## src/core/rcbs_regs.svh

```systemverilog
// Purpose: register offsets, field positions and timing counts of the reset cause block
// Assumes: byte-wide registers on a plain address/strobe port
// Notes:   flags live in the main module; this header holds definitions only
//
// Summary of operation
// - break during stop sets low-power exit flag
// - recovery counter held until stop recovery
// - five registers at fe00, fe01, fe03, fe04, fe05
// - writing zero or any reset clears flag
// - flag reads one after break exit
// - reset cause register holds six flags
// - reading reset cause clears all flags
// - power-on sets its flag, clears others
// - external pin reset sets pin flag
// - watchdog timeout sets watchdog flag
// - illegal opcode reset sets opcode flag
// - only illegal address fetch sets address flag
// - low-voltage reset sets undervoltage flag
// - break clear allow bit is read/write
// - break during wait also sets flag
// - recovery 4096 cycles, or 32 if short
// - two-step clears stay protected during break
`ifndef RCBS_REGS_SVH
`define RCBS_REGS_SVH

`define RCBS_ADDR_W          16
`define RCBS_OFF_BRK_STATUS  16'hfe00
`define RCBS_OFF_RST_CAUSE   16'hfe01
`define RCBS_OFF_BRK_CTRL    16'hfe03
`define RCBS_OFF_IRQ_STATUS  16'hfe04
`define RCBS_OFF_IRQ_MASK    16'hfe05

`define RCBS_BIT_LPEXIT      1
`define RCBS_BIT_POR         7
`define RCBS_BIT_PIN         6
`define RCBS_BIT_WDOG        5
`define RCBS_BIT_OPC         4
`define RCBS_BIT_FETCH       3
`define RCBS_BIT_UV          1
`define RCBS_BIT_CLR_ALLOW   7

`define RCBS_IRQ_LPEXIT      0
`define RCBS_IRQ_RECOV_DONE  1
`define RCBS_IRQ_W           2

`define RCBS_RECOV_LONG      13'h1000
`define RCBS_RECOV_SHORT     13'h0020
`define RCBS_CNT_W           13

`endif

```

## src/core/rcbs_pkg.sv

```systemverilog
// Purpose: shared types of the reset cause block
// Assumes: included after rcbs_regs.svh
// Notes:   none
package rcbs_pkg;

    typedef enum logic [1:0] {
        RCBS_RUN     = 2'b00,
        RCBS_STOPPED = 2'b01,
        RCBS_RECOVER = 2'b10
    } rcbs_state_t;

    typedef struct packed {
        logic power_on;
        logic ext_pin;
        logic watchdog;
        logic bad_opcode;
        logic bad_fetch;
        logic undervolt;
    } rcbs_cause_t;

    typedef struct packed {
        logic        wr;
        logic        rd;
        logic [15:0] addr;
        logic [7:0]  wdata;
    } rcbs_bus_t;

endpackage

```

## src/core/rcbs_recov_cnt.sv

```systemverilog
// Purpose: stop recovery counter
// Assumes: crystal clock ticks arrive as enables from the clock generator
// Notes:   held cleared while hold_i is high
`timescale 1ns/100ps
`include "rcbs_regs.svh"
module rcbs_recov_cnt (
    input  wire logic                   ref_clk_i,
    input  wire logic                   rst_b_i,
    input  wire logic                   hold_i,
    input  wire logic                   xtick_i,
    input  wire logic                   short_i,
    output logic                        done_o
);
    logic [`RCBS_CNT_W-1:0] cnt_ff;
    logic [`RCBS_CNT_W-1:0] limit;

    assign limit = short_i ? `RCBS_RECOV_SHORT : `RCBS_RECOV_LONG;

    always_ff @(posedge ref_clk_i or negedge rst_b_i) begin
        if (!rst_b_i) begin
            cnt_ff <= '0;
        end else if (hold_i) begin
            cnt_ff <= '0;
        end else if (xtick_i && (cnt_ff != limit)) begin
            cnt_ff <= cnt_ff + 1'b1;
        end
    end

    assign done_o = (cnt_ff == limit);
endmodule

```

## src/core/rcbs_top.sv

```systemverilog
// Purpose: reset cause, break exit status and stop recovery timing
// Assumes: cause strobes from reset sources stay valid past the internal reset release
// Notes:   cause strobes are latched at release, never under asynchronous reset
`timescale 1ns/100ps
`include "rcbs_regs.svh"
module rcbs_top (
    input  wire logic                   ref_clk_i,
    input  wire logic                   rst_b_i,
    input  wire logic [15:0]            addr_i,
    input  wire logic [7:0]             wdata_i,
    input  wire logic                   wr_i,
    input  wire logic                   rd_i,
    output logic [7:0]                  rdata_o,
    input  wire logic                   cause_por_i,
    input  wire logic                   cause_pin_i,
    input  wire logic                   cause_wdog_i,
    input  wire logic                   cause_opc_i,
    input  wire logic                   cause_fetch_i,
    input  wire logic                   cause_uv_i,
    input  wire logic                   stop_exec_i,
    input  wire logic                   wait_exec_i,
    input  wire logic                   wake_i,
    input  wire logic                   break_irq_i,
    input  wire logic                   break_mode_i,
    input  wire logic                   short_recovery_select_i,
    input  wire logic                   crystal_clock_tick_i,
    input  wire logic                   two_step_first_i,
    input  wire logic                   two_step_second_i,
    output logic                        flag_clear_ok_o,
    output logic                        two_step_clear_o,
    output logic                        stop_mode_o,
    output logic                        recov_done_o,
    output logic                        irq_o
);
    logic                   rst_meta_ff;
    logic                   rst_sync_ff;
    logic                   rst_n;
    logic                   first_ff;
    rcbs_pkg::rcbs_cause_t  cause_ff;
    rcbs_pkg::rcbs_cause_t  nxt_cause;
    rcbs_pkg::rcbs_state_t  state_ff;
    rcbs_pkg::rcbs_state_t  nxt_state;
    logic                   lpexit_ff;
    logic                   in_wait_ff;
    logic                   clr_allow_ff;
    logic                   step_armed_ff;
    logic [7:0]             rdata_ff;
    logic [7:0]             rd_mux;
    logic [`RCBS_IRQ_W-1:0] irq_stat_ff;
    logic [`RCBS_IRQ_W-1:0] irq_mask_ff;
    logic [`RCBS_IRQ_W-1:0] irq_evt;
    logic                   cnt_done;
    logic                   done_q_ff;
    logic                   lp_evt;
    logic                   hit_stat;
    logic                   hit_cause;
    logic                   hit_ctrl;
    logic                   hit_istat;
    logic                   hit_imask;
    logic                   nxt_in_wait;
    logic                   nxt_lpexit;
    logic                   nxt_clr_allow;
    logic                   nxt_step_armed;
    logic [`RCBS_IRQ_W-1:0] nxt_irq_mask;
    logic [7:0]             nxt_rdata;
    logic                   nxt_done;
    logic [`RCBS_IRQ_W-1:0] irq_pend;
    logic                   wr_stat;
    logic                   wr_ctrl;
    logic                   wr_istat;
    logic                   wr_imask;
    logic                   rd_cause;

    // release reset through two flops so no flop leaves reset on a marginal edge
    always_ff @(posedge ref_clk_i or negedge rst_b_i) begin
        if (!rst_b_i) begin
            rst_meta_ff <= 1'b0;
            rst_sync_ff <= 1'b0;
        end else begin
            rst_meta_ff <= 1'b1;
            rst_sync_ff <= rst_meta_ff;
        end
    end
    assign rst_n = rst_sync_ff;

    assign hit_stat  = (addr_i == `RCBS_OFF_BRK_STATUS);
    assign hit_cause = (addr_i == `RCBS_OFF_RST_CAUSE);
    assign hit_ctrl  = (addr_i == `RCBS_OFF_BRK_CTRL);
    assign hit_istat = (addr_i == `RCBS_OFF_IRQ_STATUS);
    assign hit_imask = (addr_i == `RCBS_OFF_IRQ_MASK);

    // qualified strobes, so every register sees the same decode
    assign wr_stat  = wr_i && hit_stat;
    assign wr_ctrl  = wr_i && hit_ctrl;
    assign wr_istat = wr_i && hit_istat;
    assign wr_imask = wr_i && hit_imask;
    assign rd_cause = rd_i && hit_cause;

    // causes sampled on the first clocked cycle after release
    always_ff @(posedge ref_clk_i or negedge rst_n) begin
        if (!rst_n) begin
            first_ff <= 1'b1;
        end else begin
            first_ff <= 1'b0;
        end
    end

    always_comb begin
        nxt_cause = cause_ff;
        if (first_ff) begin
            if (cause_por_i) begin
                nxt_cause = '0;
                nxt_cause.power_on = 1'b1;
            end else begin
                nxt_cause.power_on   = 1'b0;
                nxt_cause.ext_pin    = cause_pin_i;
                nxt_cause.watchdog   = cause_wdog_i;
                nxt_cause.bad_opcode = cause_opc_i;
                nxt_cause.bad_fetch  = cause_fetch_i;
                nxt_cause.undervolt  = cause_uv_i;
            end
        end else if (rd_cause) begin
            // a read in the load cycle is lost: the load has priority
            nxt_cause = '0;
        end
    end

    always_ff @(posedge ref_clk_i or negedge rst_n) begin
        if (!rst_n) begin
            cause_ff <= '0;
        end else begin
            cause_ff <= nxt_cause;
        end
    end

    // low-power state: stop holds the counter, recovery runs it
    always_comb begin
        nxt_state = state_ff;
        case (state_ff)
            rcbs_pkg::RCBS_RUN: begin
                if (stop_exec_i) begin
                    nxt_state = rcbs_pkg::RCBS_STOPPED;
                end
            end
            rcbs_pkg::RCBS_STOPPED: begin
                if (wake_i || break_irq_i) begin
                    nxt_state = rcbs_pkg::RCBS_RECOVER;
                end
            end
            rcbs_pkg::RCBS_RECOVER: begin
                if (cnt_done) begin
                    nxt_state = rcbs_pkg::RCBS_RUN;
                end
            end
            default: begin
                nxt_state = rcbs_pkg::RCBS_RUN;
            end
        endcase
    end

    always_ff @(posedge ref_clk_i or negedge rst_n) begin
        if (!rst_n) begin
            state_ff <= rcbs_pkg::RCBS_RUN;
        end else begin
            state_ff <= nxt_state;
        end
    end

    always_comb begin
        nxt_in_wait = in_wait_ff;
        if (wait_exec_i) begin
            nxt_in_wait = 1'b1;
        end else if (wake_i || break_irq_i) begin
            nxt_in_wait = 1'b0;
        end
    end

    always_ff @(posedge ref_clk_i or negedge rst_n) begin
        if (!rst_n) begin
            in_wait_ff <= 1'b0;
        end else begin
            in_wait_ff <= nxt_in_wait;
        end
    end

    rcbs_recov_cnt u_recov_cnt (
        .ref_clk_i (ref_clk_i),
        .rst_b_i   (rst_n),
        .hold_i    (state_ff != rcbs_pkg::RCBS_RECOVER),
        .xtick_i   (crystal_clock_tick_i),
        .short_i   (short_recovery_select_i),
        .done_o    (cnt_done)
    );

    assign lp_evt = break_irq_i
                    && ((state_ff == rcbs_pkg::RCBS_STOPPED) || in_wait_ff);

    // set wins over a same-cycle write of zero so a break exit is never lost
    always_comb begin
        nxt_lpexit = lpexit_ff;
        if (lp_evt) begin
            nxt_lpexit = 1'b1;
        end else if (wr_stat && !wdata_i[`RCBS_BIT_LPEXIT]) begin
            nxt_lpexit = 1'b0;
        end
    end

    always_ff @(posedge ref_clk_i or negedge rst_n) begin
        if (!rst_n) begin
            lpexit_ff <= 1'b0;
        end else begin
            lpexit_ff <= nxt_lpexit;
        end
    end

    always_comb begin
        nxt_clr_allow = clr_allow_ff;
        if (wr_ctrl) begin
            nxt_clr_allow = wdata_i[`RCBS_BIT_CLR_ALLOW];
        end
    end

    always_ff @(posedge ref_clk_i or negedge rst_n) begin
        if (!rst_n) begin
            clr_allow_ff <= 1'b0;
        end else begin
            clr_allow_ff <= nxt_clr_allow;
        end
    end

    assign flag_clear_ok_o = !break_mode_i || clr_allow_ff;

    // a first step taken before break stays armed; the second disarms only when allowed
    always_comb begin
        nxt_step_armed = step_armed_ff;
        if (two_step_first_i) begin
            nxt_step_armed = 1'b1;
        end else if (two_step_second_i && flag_clear_ok_o) begin
            nxt_step_armed = 1'b0;
        end
    end

    always_ff @(posedge ref_clk_i or negedge rst_n) begin
        if (!rst_n) begin
            step_armed_ff <= 1'b0;
        end else begin
            step_armed_ff <= nxt_step_armed;
        end
    end

    assign two_step_clear_o = step_armed_ff && two_step_second_i
                              && (!break_mode_i || clr_allow_ff);

    // recovery done as a one-cycle event
    assign nxt_done = (state_ff == rcbs_pkg::RCBS_RECOVER) && cnt_done;

    always_ff @(posedge ref_clk_i or negedge rst_n) begin
        if (!rst_n) begin
            done_q_ff <= 1'b0;
        end else begin
            done_q_ff <= nxt_done;
        end
    end

    assign irq_evt = {done_q_ff, lp_evt};

    genvar gi;
    generate
        for (gi = 0; gi < `RCBS_IRQ_W; gi = gi + 1) begin : g_irq
            logic nxt_stat;

            // set wins over a same-cycle write of one
            always_comb begin
                nxt_stat = irq_stat_ff[gi];
                if (irq_evt[gi]) begin
                    nxt_stat = 1'b1;
                end else if (wr_istat && wdata_i[gi]) begin
                    nxt_stat = 1'b0;
                end
            end

            always_ff @(posedge ref_clk_i or negedge rst_n) begin
                if (!rst_n) begin
                    irq_stat_ff[gi] <= 1'b0;
                end else begin
                    irq_stat_ff[gi] <= nxt_stat;
                end
            end
        end
    endgenerate

    always_comb begin
        nxt_irq_mask = irq_mask_ff;
        if (wr_imask) begin
            nxt_irq_mask = wdata_i[`RCBS_IRQ_W-1:0];
        end
    end

    always_ff @(posedge ref_clk_i or negedge rst_n) begin
        if (!rst_n) begin
            irq_mask_ff <= '0;
        end else begin
            irq_mask_ff <= nxt_irq_mask;
        end
    end

    assign irq_pend = irq_stat_ff & irq_mask_ff;
    assign irq_o    = |irq_pend;

    // unmapped addresses and unused bits read zero
    always_comb begin
        rd_mux = 8'h00;
        if (hit_stat) begin
            rd_mux[`RCBS_BIT_LPEXIT] = lpexit_ff;
        end else if (hit_cause) begin
            rd_mux[`RCBS_BIT_POR]   = cause_ff.power_on;
            rd_mux[`RCBS_BIT_PIN]   = cause_ff.ext_pin;
            rd_mux[`RCBS_BIT_WDOG]  = cause_ff.watchdog;
            rd_mux[`RCBS_BIT_OPC]   = cause_ff.bad_opcode;
            rd_mux[`RCBS_BIT_FETCH] = cause_ff.bad_fetch;
            rd_mux[`RCBS_BIT_UV]    = cause_ff.undervolt;
        end else if (hit_ctrl) begin
            rd_mux[`RCBS_BIT_CLR_ALLOW] = clr_allow_ff;
        end else if (hit_istat) begin
            rd_mux[`RCBS_IRQ_W-1:0] = irq_stat_ff;
        end else if (hit_imask) begin
            rd_mux[`RCBS_IRQ_W-1:0] = irq_mask_ff;
        end
    end

    // read data stand for one cycle only, so a stale value is never mistaken for a read
    always_comb begin
        nxt_rdata = 8'h00;
        if (rd_i) begin
            nxt_rdata = rd_mux;
        end
    end

    always_ff @(posedge ref_clk_i or negedge rst_n) begin
        if (!rst_n) begin
            rdata_ff <= 8'h00;
        end else begin
            rdata_ff <= nxt_rdata;
        end
    end

    assign rdata_o      = rdata_ff;
    assign stop_mode_o  = (state_ff == rcbs_pkg::RCBS_STOPPED);
    assign recov_done_o = done_q_ff;
endmodule

```

## config.mk

```make
export PLATFORM = sky130hd
export DESIGN_NAME = rcbs_top
export DESIGN_NICKNAME = d
export VERILOG_FILES = /design/src/core/rcbs_pkg.sv /design/src/core/rcbs_recov_cnt.sv /design/src/core/rcbs_top.sv
export VERILOG_INCLUDE_DIRS = /design/src /design/src/core
export SDC_FILE = /design/constraint.sdc
export NUM_CORES = 1
export LEC_CHECK = 0
export BUFFER_PORTS_ARGS = -buffer_cell sky130_fd_sc_hd__buf_2
export CAP_MARGIN = 20
export CORE_MARGIN = 2
export CORE_UTILIZATION = 46
export DETAILED_ROUTE_END_ITERATION = 12
export PLACE_DENSITY_LB_ADDON = 0.3
export SLEW_MARGIN = 20
export SYNTH_ARGS = -nofsm -noshare
export SYNTH_HDL_FRONTEND = slang
export SYNTH_SLANG_ARGS = --single-unit
```

## constraint.sdc

```tcl
create_clock -name ref_clk_i -period 1.15 [get_ports ref_clk_i]
set_input_delay 0.115 -clock ref_clk_i [delete_from_list [all_inputs] [get_ports ref_clk_i]]
set_output_delay 0.115 -clock ref_clk_i [all_outputs]
set_load 0.03 [all_outputs]
```

==> insert_results.sql, run 1 <==
INSERT INTO impl_metrics (metric_group, metric, value, unit) VALUES
('timing', 'period_minus_slack', '1.48', 'ns'),
('cts', 'clock_transition_at_the_register_clock_pins_on_the_worst_setup_and_hold_paths_after_cts', '0.07', 'ns'),
('min_path', 'worst_hold_path_cells', '2', ''),
('synth', 'synth-seq-cells', '40', ''),
('worst_setup_path', 'worst-endpoint-required', '1.38', 'ns'),
('synth', 'post_synth_fa_ha_maj_area_fraction', '1.33', '%'),
('floorplanning', 'chip_width', '68.0', 'um'),
('layout', 'final_layout_size_suffix_gt1_share', '53.2', '%'),
('power_and_ir_drop', 'vdd.ir_drop.worst', '813', 'uV'),
('drt', 'wl_met2', '2.39', 'mm'),
('global_routing', 'wire_length_of_the_first_global_routing_pass', '7.39', 'mm'),
('timing', 'setup_repair_after_global_routing_missed_its_margin', 'yes', ''),
('drt', 'drt_wl_total', '4.50', 'mm'),
('min_path', 'hold-path-endpoint', 'in_wait_ff', ''),
('drt', 'vias', '1672', ''),
('drt', 'remaining_drc_errors', '0', ''),
('drt', 'met3RoutedLength', '240', 'um'),
('drt', 'drt-initial-drc-count', '74', ''),
('synth', 'synthCells', '169', ''),
('timing', 'final-max-slew-violation-count', '0', ''),
('synth', 'synth_warnings', '0', ''),
('layout', 'areaGrowthSynthToFinish', '53.0', '%'),
('power_and_ir_drop', 'total_power', '3.18', 'mW'),
('synth', 'synth_xor_area_share', '3.72', '%'),
('worst_setup_path', 'timing.setup.critical_path_class', 'register to register', ''),
('timing', 'skew', '0.00445', 'ns'),
('floorplanning', 'start_util', '47.4', '%'),
('timing', 'fin_crit_sh', '129', '%'),
('timing', 'timing.fmax', '675', 'MHz'),
('layout', 'final_cell_mix', 'buf_2 (45), dfrtp_1 (38), buf_4 (34), nor2_1 (18), buf_6 (15)', ''),
('power_and_ir_drop', 'power-per-cell-area', '1110', 'nW/um2'),
('drt', 'detail_route.vias_per_cell', '5.24', ''),
('synth', 'syn_area_per_cell', '11.1', 'um2'),
('global_routing', 'first_global_vias', '1717', ''),
('worst_setup_path', 'cp-end-kind', 'register', ''),
('global_routing', 'initial_antenna_violation_count', '0', ''),
('layout', 'finalNetCount', '314', ''),
('cts', 'cts_tree', 'yes', ''),
('worst_setup_path', 'critical_path.slowest_cell', 'dfrtp_1', ''),
('drt', 'route.antenna.remaining_nets', '0', ''),
('layout', 'layout_commonest_cell', 'buf_2', ''),
('synth', 'post_synth_mux_area_share', '3.46', '%'),
('placement', 'postPlaceCellArea', '2470', 'um2'),
('cts', 'clock_tree.htree_level_count', '2', ''),
('cts', 'clock_insertion_delay_worst_skew', '0.28', 'ns'),
('floorplanning', 'io_pins', '56', ''),
('timing', 'final_hold_viol_count', '0', ''),
('drt', 'met1_wire_length', '1.80', 'mm'),
('outcome', 'run_status', 'finished with violations', ''),
('synth', 'share_of_the_synthesized_area_in_compound_gates_ao_oa_aoi_oai', '10.8', '%'),
('drt', 'detail_route.first_pass.iterations', '4', ''),
('synth', 'post_synth_instance_area', '1880', 'um2'),
('global_routing', 'grt_max_degree', '27', ''),
('worst_setup_path', 'worst-r2r-cell-count', '6', ''),
('floorplanning', 'design.die.area', '4620', 'um2'),
('outcome', 'failing_checks', 'setup timing', ''),
('timing', 'fin_setup_tns', '-5.70', 'ns'),
('worst_setup_path', 'arrival', '1.71', 'ns'),
('drt', 'wire_per_inst', '14.1', 'um'),
('worst_setup_path', 'crit_fanout', '6', ''),
('placement', 'i_o_buffers', '49', ''),
('timing', 'layout_setup_ws', '-0.332', 'ns'),
('global_routing', 'grt_overflow_total', '0', ''),
('timing', 'setup_viol_count_final', '34', ''),
('cts', 'cts_root_buf', 'clkbuf_8', ''),
('worst_setup_path', 'worstPathCellList', 'inv_2 > ha_4 > nor4b_4 > o2111ai_4 > a211oi_2 > a31o_2', ''),
('placement', 'place.detailed.hpwl', '3.02', 'mm'),
('layout', 'utilization', '72.5', '%'),
('floorplanning', 'core_region_area', '3970', 'um2'),
('floorplanning', 'fp.dieH', '68.0', 'um'),
('cts', 'max-clock-path-buffers', '2', '');
==> Yosys cell counts (all sizes together) <==
| cell | number | area, um2 |
|---|---|---|
| ha | 2 | 25.0 |
| dfrtp | 39 | 976 |
| nor4b | 1 | 8.76 |
| buf | 2 | 12.5 |
| clkbuf | 2 | 7.51 |
| inv | 5 | 18.8 |
| a22o | 1 | 8.76 |
| conb | 2 | 7.51 |
| a221oi | 1 | 15.0 |
| and3b | 1 | 8.76 |
| a21bo | 1 | 10.0 |
| a2111o | 1 | 11.3 |
| nor2b | 3 | 18.8 |
| nor3b | 4 | 41.3 |
| xnor2 | 1 | 8.76 |
| nand2 | 15 | 56.3 |
| a21o | 3 | 22.5 |
| mux2 | 4 | 45.0 |
| a211oi | 2 | 15.0 |
| mux2i | 2 | 20.0 |
| a31o | 2 | 17.5 |
| nor2 | 19 | 71.3 |
| a21oi | 1 | 5.00 |
| xor2 | 7 | 61.3 |
| nand4 | 9 | 68.8 |
| or4 | 3 | 26.3 |
| nand3 | 3 | 15.0 |
| a41o | 1 | 10.0 |
| nand2b | 2 | 12.5 |
| a32o | 4 | 40.0 |
| and4 | 4 | 36.3 |
| nand4b | 1 | 8.76 |
| a32oi | 1 | 8.76 |
| o2111ai | 1 | 8.76 |
| and3 | 3 | 18.8 |
| nor4 | 1 | 6.26 |
| o21ai | 6 | 30.0 |
| and2 | 5 | 31.3 |
| nor3 | 2 | 32.5 |
| and4b | 1 | 10.0 |
| dfstp | 1 | 26.3 |
==> worst max-delay path by stage <==
stage,from,end
finish,u_recov_cnt.cnt_ff[1],u_recov_cnt.cnt_ff[0]
global route,u_recov_cnt.cnt_ff[1],u_recov_cnt.cnt_ff[0]
CTS,u_recov_cnt.cnt_ff[1],u_recov_cnt.cnt_ff[1]
detailed placement,addr_i[3],irq_mask_ff[0]
global placement,addr_i[3],irq_mask_ff[0]
floorplan,addr_i[3],irq_mask_ff[0]
==> critical path: cells and delay by family, from the launching register on <==
family | cells | cell delay [ns]
buffers and inverters | 1 | 0.08
flip-flops | 1 | 0.41
AND/OR/NAND/NOR | 1 | 0.23
adder cells (fa/ha/maj) | 1 | 0.12
AO/OA/AOI/OAI | 3 | 0.58
==> power by group <==
part           total, mW  switching, mW  internal [mW]
registers           1.54         0.0588           1.48
clock network      0.851          0.439          0.412
logic              0.795          0.392          0.403
==> area by class of cell <==
class | instances | area [um2]
fill | 291 | 1090
multi-input combinational | 121 | 1040
sequential | 40 | 1000
timing repair buffer | 96 | 679
clock buffer | 6 | 72.6
tap | 50 | 62.6
inverter | 5 | 18.8
clock inverter | 1 | 5.00
==> stage by stage <==
stage	instances	hold WS [ns]
2_1_floorplan	170	-0.181
3_3_place_gp	297	-0.0998
3_5_place_dp	297	-0.0981
4_1_cts	314	0.000369
5_1_grt	319	0.0100
6_report	319	0.00652
==> layer usage <==
layer	vias up	track usage [%]
met4	0	7.50
li1	805	-
met2	46	41.3
met3	8	3.95
met1	813	23.4
met5	-	0
==> kinds of logic (layout without fill, tap and decap cells) <==
family,Yosys count,count (layout)
buffers and inverters,9,108
and+or+nand+nor,77,77
muxes,6,6
adders and majority gates,2,2
AOI/OAI and AO/OA,25,25
other,2,3
xor gates and xnor gates,8,8
DFF,40,40
==> timing repair <==
action | CTS | global route
hold buffers | 1 | 0
gates resized for setup | 45 | 9
endpoints found under the hold margin | 2 | 0
setup endpoints to repair | 37 | 37
pin swaps | 25 | 18
setup buffers | 10 | 7
==> state kept, by name, summed over array words and instances (netlist names) <==
signal,cells
rst_meta_ff,1
rdata_o,7
in_wait_ff,1
cause_ff,6
u_recov_cnt.cnt_ff,13
clr_allow_ff,1
irq_mask_ff,2
state_ff,2
step_armed_ff,1
first_ff,1
lpexit_ff,1
rst_n,1
irq_stat_ff,2
recov_done_o,1
Power figures use the tool's default switching activity.
==> inputs of run 2 (changes only) <==
REMOVE_ABC_BUFFERS = 1   (was unset)
==> run 2 against run 1 <==
  * Worst setup slack got worse by 0.034 ns
  * The flow still finishes with violations (setup timing)
  * Sequential cell count did not move
  * Design area shrank 1.7%
  * Critical path type unchanged
  * Combinational power fell by 7.0%
  * Hold slack improved by 0.026 ns
==> insert_results.sql, run 2 (synthesized netlist as in run 1, its figures left out) <==
INSERT INTO impl_metrics (metric_group, metric, value, unit) VALUES
('placement', 'place.detailed.hpwl', '2.98', 'mm'),
('placement', 'postPlaceCellArea', '2390', 'um2'),
('timing', 'final_hold_viol_count', '0', ''),
('floorplanning', 'placement_rows', '23', ''),
('layout', 'finalNetCount', '309', ''),
('placement', 'dpl.cell_count', '292', ''),
('floorplanning', 'io_pins', '56', ''),
('floorplanning', 'core_region_area', '3970', 'um2'),
('cts', 'cts_made_buffers', '5', ''),
('cts', 'tritoncts_num_sinks', '40', ''),
('placement', 'i_o_buffers', '49', ''),
('layout', 'final_layout_size_suffix_gt1_share', '50.9', '%'),
('cts', 'clock_tree.htree_level_count', '2', ''),
('power_and_ir_drop', 'total_power', '3.41', 'mW'),
('worst_setup_path', 'arrival', '1.75', 'ns'),
('worst_setup_path', 'cp-start-kind', 'register', ''),
('layout', 'antenna_cells', '0', ''),
('min_path', 'min-delay-path-class', 'input port to register', ''),
('layout', 'layoutNonFillerInstCount', '315', ''),
('worst_setup_path', 'worstPathCellList', 'inv_2 > ha_4 > nor4b_4 > o2111ai_4 > a211oi_2 > a31o_2', ''),
('worst_setup_path', 'worst-endpoint-required', '1.38', 'ns'),
('floorplanning', 'fp.dieH', '68.0', 'um'),
('drt', 'vias', '1675', ''),
('worst_setup_path', 'critical_path.slowest_cell', 'dfrtp_1', ''),
('worst_setup_path', 'cp-end-kind', 'register', ''),
('timing', 'layout_setup_ws', '-0.367', 'ns'),
('power_and_ir_drop', 'power-per-cell-area', '1200', 'nW/um2'),
('outcome', 'run_status', 'finished with violations', ''),
('timing', 'setup_viol_count_final', '35', ''),
('drt', 'route.antenna.remaining_nets', '0', ''),
('cts', 'cts_root_buf', 'clkbuf_8', ''),
('power_and_ir_drop', 'leakagePower', '1.39', 'nW'),
('power_and_ir_drop', 'clock_power_share', '33.2', '%'),
('drt', 'remaining_drc_errors', '0', ''),
('layout', 'finalInstanceArea', '2830', 'um2'),
('worst_setup_path', 'timing.setup.critical_path_class', 'register to register', ''),
('layout', 'layout_commonest_cell', 'buf_2', ''),
('timing', 'final-max-slew-violation-count', '0', ''),
('cts', 'cts_tree', 'yes', ''),
('layout', 'filler_cell_count', '272', ''),
('drt', 'detail_route.first_pass.iterations', '4', ''),
('global_routing', 'track_usage', '21.3', '%'),
('layout', 'final_cell_mix', 'buf_2 (45), dfrtp_1 (39), buf_4 (31), nor2_1 (18), nand2_1 (12)', ''),
('layout', 'areaGrowthSynthToFinish', '50.4', '%'),
('floorplanning', 'start_util', '47.4', '%'),
('global_routing', 'grt_overflow_total', '0', ''),
('cts', 'clock_insertion_delay_worst_skew', '0.30', 'ns'),
('timing', 'timing.fmax', '659', 'MHz'),
('run', 'timing.max_cap.violations', '0', ''),
('drt', 'wire_per_inst', '14.5', 'um'),
('power_and_ir_drop', 'combinational_power_share', '21.7', '%'),
('timing', 'period_minus_slack', '1.52', 'ns'),
('global_routing', 'first_global_vias', '1766', ''),
('placement', 'place_congestion', '0.771', ''),
('outcome', 'failing_checks', 'setup timing', ''),
('placement', 'pre_cts_slack', '-0.583', 'ns'),
('floorplanning', 'chip_width', '68.0', 'um'),
('layout', 'largest_register_ff_count', '13', ''),
('cts', 'clock_transition_at_the_register_clock_pins_on_the_worst_setup_and_hold_paths_after_cts', '0.08', 'ns'),
('global_routing', 'grt_max_degree', '39', ''),
('floorplanning', 'design.die.area', '4620', 'um2'),
('power_and_ir_drop', 'portion_of_total_power_attributed_to_sequential_cells', '45.1', '%'),
('worst_setup_path', 'crit_fanout', '5', ''),
('power_and_ir_drop', 'vdd.ir_drop.worst', '932', 'uV'),
('global_routing', 'wire_length_of_the_first_global_routing_pass', '7.33', 'mm'),
('worst_setup_path', 'critPathMaxStageDelay', '0.43', 'ns'),
('power_and_ir_drop', 'power.net_switching', '0.926', 'mW'),
('timing', 'fin_crit_sh', '132', '%'),
('timing', 'skew', '0.00888', 'ns'),
('global_routing', 'initial_antenna_violation_count', '0', ''),
('timing', 'setup_repair_after_global_routing_missed_its_margin', 'yes', ''),
('layout', 'register_with_the_highest_flop_count', 'u_recov_cnt.cnt_ff', ''),
('drt', 'drt-initial-drc-count', '75', ''),
('drt', 'drt_wl_total', '4.57', 'mm'),
('cts', 'max-clock-path-buffers', '2', ''),
('power_and_ir_drop', 'power_switching_share', '27.1', '%'),
('drt', 'detail_route.vias_per_cell', '5.32', ''),
('power_and_ir_drop', 'p_int', '2.49', 'mW');
==> run 2: changes by cell type in the layout (fill, tap and decap cells not counted), moves of 2 or more <==
cell,delta
buf_6,-4
buf_4,-3
and4_1,+2
and4_4,-2
dlygate4sd3_1,+2
==> run 2: critical path, delay by kind of cell, from the launching register on <==
| kind | cells | cell delay, ns |
|---|---|---|
| compound gates | 3 | 0.58 |
| flops | 1 | 0.43 |
| simple gates | 1 | 0.23 |
| fa+ha+maj | 1 | 0.13 |
| buf+inv | 1 | 0.10 |
==> run 2: final cells by class <==
cell class	count	area, um2	share of cell area (%)
clock buffer	6	72.6	2.56
clock inverter	2	35.0	1.24
inverter	5	18.8	0.663
multi-input combinational	121	1010	35.6
sequential	40	1000	35.4
tap	50	62.6	2.21
timing repair buffer	91	632	22.3
==> run 2: repair_timing <==
item                                   in CTS  in global routing
buffers inserted                           10                  2
pin swaps                                  36                 13
setup endpoints to repair                  37                 37
gates resized for setup                    45                  9
endpoints found under the hold margin       4                  0
cloned                                      0                  0
hold buffers                                3                  0
==> run 2: path summary, 6_finish.rpt <==
path / start / endpoint / slack, ns / cells past startpoint
max: u_recov_cnt.cnt_ff[0] / u_recov_cnt.cnt_ff[0] / -0.37 / 6
min: wdata_i[7] / clr_allow_ff / 0.03 / 2
max reg2reg: u_recov_cnt.cnt_ff[0] / u_recov_cnt.cnt_ff[0] / -0.37 / 6
min reg2reg: rst_n / irq_mask_ff[1] / 0.23 / 1
max in group asynchronous: rst_n / first_ff / 0.66 / 1
min in group asynchronous: rst_b_i / rst_meta_ff / 0.12 / 2
==> run 2: stage by stage <==
step	hold slack, ns	utilization [%]	TNS, ns
2_1_floorplan	-0.181	-	-8.32
3_3_place_gp	-0.0998	60.2	-12.10
3_5_place_dp	-0.0959	60.2	-12.86
4_1_cts	0.0291	70.1	-6.37
5_1_grt	0.0399	71.3	-8.16
6_report	0.0323	71.3	-6.14
==> run 2: power by group through the flow <==
stage,logic (mW),registers (mW),clock network [mW]
2_1_floorplan,0.258,1.56,0
3_3_place_gp,0.546,1.56,0
3_5_place_dp,0.555,1.56,0
4_1_cts,0.720,1.54,1.16
5_1_grt,0.809,1.55,1.21
6_report,0.739,1.54,1.13
==> run 2: routing by layer <==
metal  up-vias  global-route usage [%]  part of all wire (%)
li1        801                       -                     -
met1       814                    23.7                    39
met2        50                    39.0                    54
met3        10                    4.61                   5.4
met4         0                    8.75                   1.9
met5         -                       0                     0
==> inputs of run 3 (changes only) <==
CTS_BUF_LIST = sky130_fd_sc_hd__clkbuf_4 sky130_fd_sc_hd__clkbuf_8 sky130_fd_sc_hd__clkbuf_16   (was unset)
==> run 3 against run 2 <==
  * The run still ends with setup timing left
  * Largest power group unchanged
  * First-iteration DRC count decreased by 25%
  * Sequential cell count stayed put
  * Sequential power hardly changed
  * Highest routed layer unchanged
==> insert_results.sql, run 3 (synthesized netlist as in run 1, its figures left out) <==
INSERT INTO impl_metrics (metric_group, metric, value, unit) VALUES
('timing', 'setup_viol_count_final', '35', ''),
('worst_setup_path', 'cp-start-kind', 'register', ''),
('worst_setup_path', 'arrival', '1.75', 'ns'),
('worst_setup_path', 'worst-endpoint-required', '1.38', 'ns'),
('global_routing', 'grt_overflow_total', '0', ''),
('layout', 'final_cell_mix', 'buf_2 (45), dfrtp_1 (39), buf_4 (31), nor2_1 (18), nand2_1 (12)', ''),
('worst_setup_path', 'timing.setup.critical_path_class', 'register to register', ''),
('floorplanning', 'chip_width', '68.0', 'um'),
('global_routing', 'initial_antenna_violation_count', '0', ''),
('floorplanning', 'start_util', '47.4', '%'),
('floorplanning', 'io_pins', '56', ''),
('cts', 'max-clock-path-buffers', '2', ''),
('drt', 'vias', '1684', ''),
('global_routing', 'wire_length_of_the_first_global_routing_pass', '7.34', 'mm'),
('power_and_ir_drop', 'power-per-cell-area', '1210', 'nW/um2'),
('timing', 'setup_repair_after_global_routing_missed_its_margin', 'yes', ''),
('drt', 'wire_per_inst', '14.5', 'um'),
('timing', 'timing.hold.ws', '0.0317', 'ns'),
('min_path', 'worst_hold_path_cells', '2', ''),
('run', 'timing.max_cap.violations', '0', ''),
('drt', 'remaining_drc_errors', '0', ''),
('floorplanning', 'design.die.area', '4620', 'um2'),
('layout', 'register_with_the_highest_flop_count', 'u_recov_cnt.cnt_ff', ''),
('layout', 'antenna_cells', '0', ''),
('timing', 'layout_setup_ws', '-0.367', 'ns'),
('worst_setup_path', 'crit_fanout', '5', ''),
('drt', 'route.antenna.remaining_nets', '0', ''),
('placement', 'place.detailed.hpwl', '2.98', 'mm'),
('layout', 'filler_cell_count', '265', ''),
('cts', 'clock_insertion_delay_worst_skew', '0.29', 'ns'),
('worst_setup_path', 'worst-r2r-cell-count', '6', ''),
('floorplanning', 'fp.dieH', '68.0', 'um'),
('timing', 'timing.fmax', '659', 'MHz'),
('cts', 'cts_tree', 'yes', ''),
('floorplanning', 'core_region_area', '3970', 'um2'),
('layout', 'layoutNonFillerInstCount', '315', ''),
('min_path', 'min-delay-path-class', 'input port to register', ''),
('layout', 'finalNetCount', '309', ''),
('global_routing', 'grt_max_degree', '39', ''),
('timing', 'fin_crit_sh', '132', '%'),
('drt', 'detail_route.vias_per_cell', '5.35', ''),
('outcome', 'failing_checks', 'setup timing', ''),
('placement', 'place_congestion', '0.771', ''),
('cts', 'clock_transition_at_the_register_clock_pins_on_the_worst_setup_and_hold_paths_after_cts', '0.08', 'ns'),
('layout', 'layout_commonest_cell', 'buf_2', ''),
('placement', 'i_o_buffers', '49', ''),
('cts', 'tritoncts_num_sinks', '40', ''),
('cts', 'cts_made_buffers', '5', ''),
('power_and_ir_drop', 'leakagePower', '1.39', 'nW'),
('worst_setup_path', 'cp-end-kind', 'register', ''),
('global_routing', 'first_global_vias', '1772', ''),
('layout', 'final_layout_size_suffix_gt1_share', '51.3', '%'),
('cts', 'clock_tree.htree_level_count', '2', ''),
('layout', 'finalInstanceArea', '2840', 'um2'),
('drt', 'drt_wl_total', '4.56', 'mm'),
('timing', 'final-max-slew-violation-count', '0', ''),
('drt', 'drt-initial-drc-count', '56', ''),
('layout', 'largest_register_ff_count', '13', ''),
('placement', 'dpl.cell_count', '292', ''),
('timing', 'period_minus_slack', '1.52', 'ns'),
('power_and_ir_drop', 'vdd.ir_drop.worst', '932', 'uV'),
('placement', 'postPlaceCellArea', '2390', 'um2'),
('timing', 'skew', '0.00715', 'ns'),
('drt', 'detail_route.first_pass.iterations', '4', ''),
('cts', 'cts_root_buf', 'clkbuf_8', ''),
('layout', 'areaGrowthSynthToFinish', '50.6', '%'),
('global_routing', 'track_usage', '21.3', '%'),
('timing', 'final_hold_viol_count', '0', ''),
('placement', 'pre_cts_slack', '-0.583', 'ns'),
('floorplanning', 'placement_rows', '23', ''),
('outcome', 'run_status', 'finished with violations', '');
==> run 3: report_power, final <==
part	switching (mW)	internal (mW)	leakage (nW)	total, mW
sequential	0.0610	1.48	0.524	1.54
combinational	0.375	0.364	0.809	0.739
clock	0.486	0.668	0.0586	1.15
total	0.922	2.51	1.39	3.43
==> run 3: through the flow <==
step                total power [mW]  util (%)  setup TNS (ns)
global route                    3.59      71.4           -8.33
floorplan                       1.82         -           -8.32
CTS                             3.44      70.2           -6.37
finish                          3.43      71.4           -6.28
detailed placement              2.12      60.2          -12.86
global placement                2.10      60.2          -12.10
==> run 3: cell type report <==
class                   count  area [um2]  share of cell area, %
multi-input cells         121        1010                   35.6
repair buffers             91         632                   22.3
inverters                   5        18.8                  0.662
clock buffers               6        76.3                   2.69
flip-flops and latches     40        1000                   35.3
well taps                  50        62.6                   2.21
clock inverters             2        35.0                   1.24
==> run 3: path summary, 6_finish.rpt <==
check / startpoint / to / slack [ns]
max in group asynchronous: rst_n / first_ff / 0.66
worst min-delay path: wdata_i[7] / clr_allow_ff / 0.03
worst max register to register: u_recov_cnt.cnt_ff[0] / u_recov_cnt.cnt_ff[0] / -0.37
worst max-delay path: u_recov_cnt.cnt_ff[0] / u_recov_cnt.cnt_ff[0] / -0.37
worst min register to register: rst_n / irq_mask_ff[1] / 0.23
min in group asynchronous: rst_b_i / rst_meta_ff / 0.13
==> run 3: critical path, cell delays in order, from the launching register on <==
cell	delay [ns]
dfrtp_1	0.43
inv_2	0.10
ha_4	0.13
nor4b_4	0.23
o2111ai_4	0.21
a211oi_2	0.24
a31o_2	0.13
==> run 3: repair_timing <==
action | 4_1_cts | 5_1_grt
setup endpoints to repair | 37 | 37
hold endpoints to repair | 4 | 0
hold buffers | 3 | 0
resized for setup | 45 | 9
setup buffers | 10 | 2
pin swaps | 36 | 14
gates cloned | 0 | 0
==> run 3: layer usage <==
layer | vias up | GRT usage (%) | part of all wire (%)
li1 | 801 | - | -
met1 | 819 | 23.8 | 39
met2 | 54 | 39.0 | 53
met3 | 10 | 4.61 | 5.5
met4 | 0 | 8.75 | 2.0
met5 | - | 0 | 0
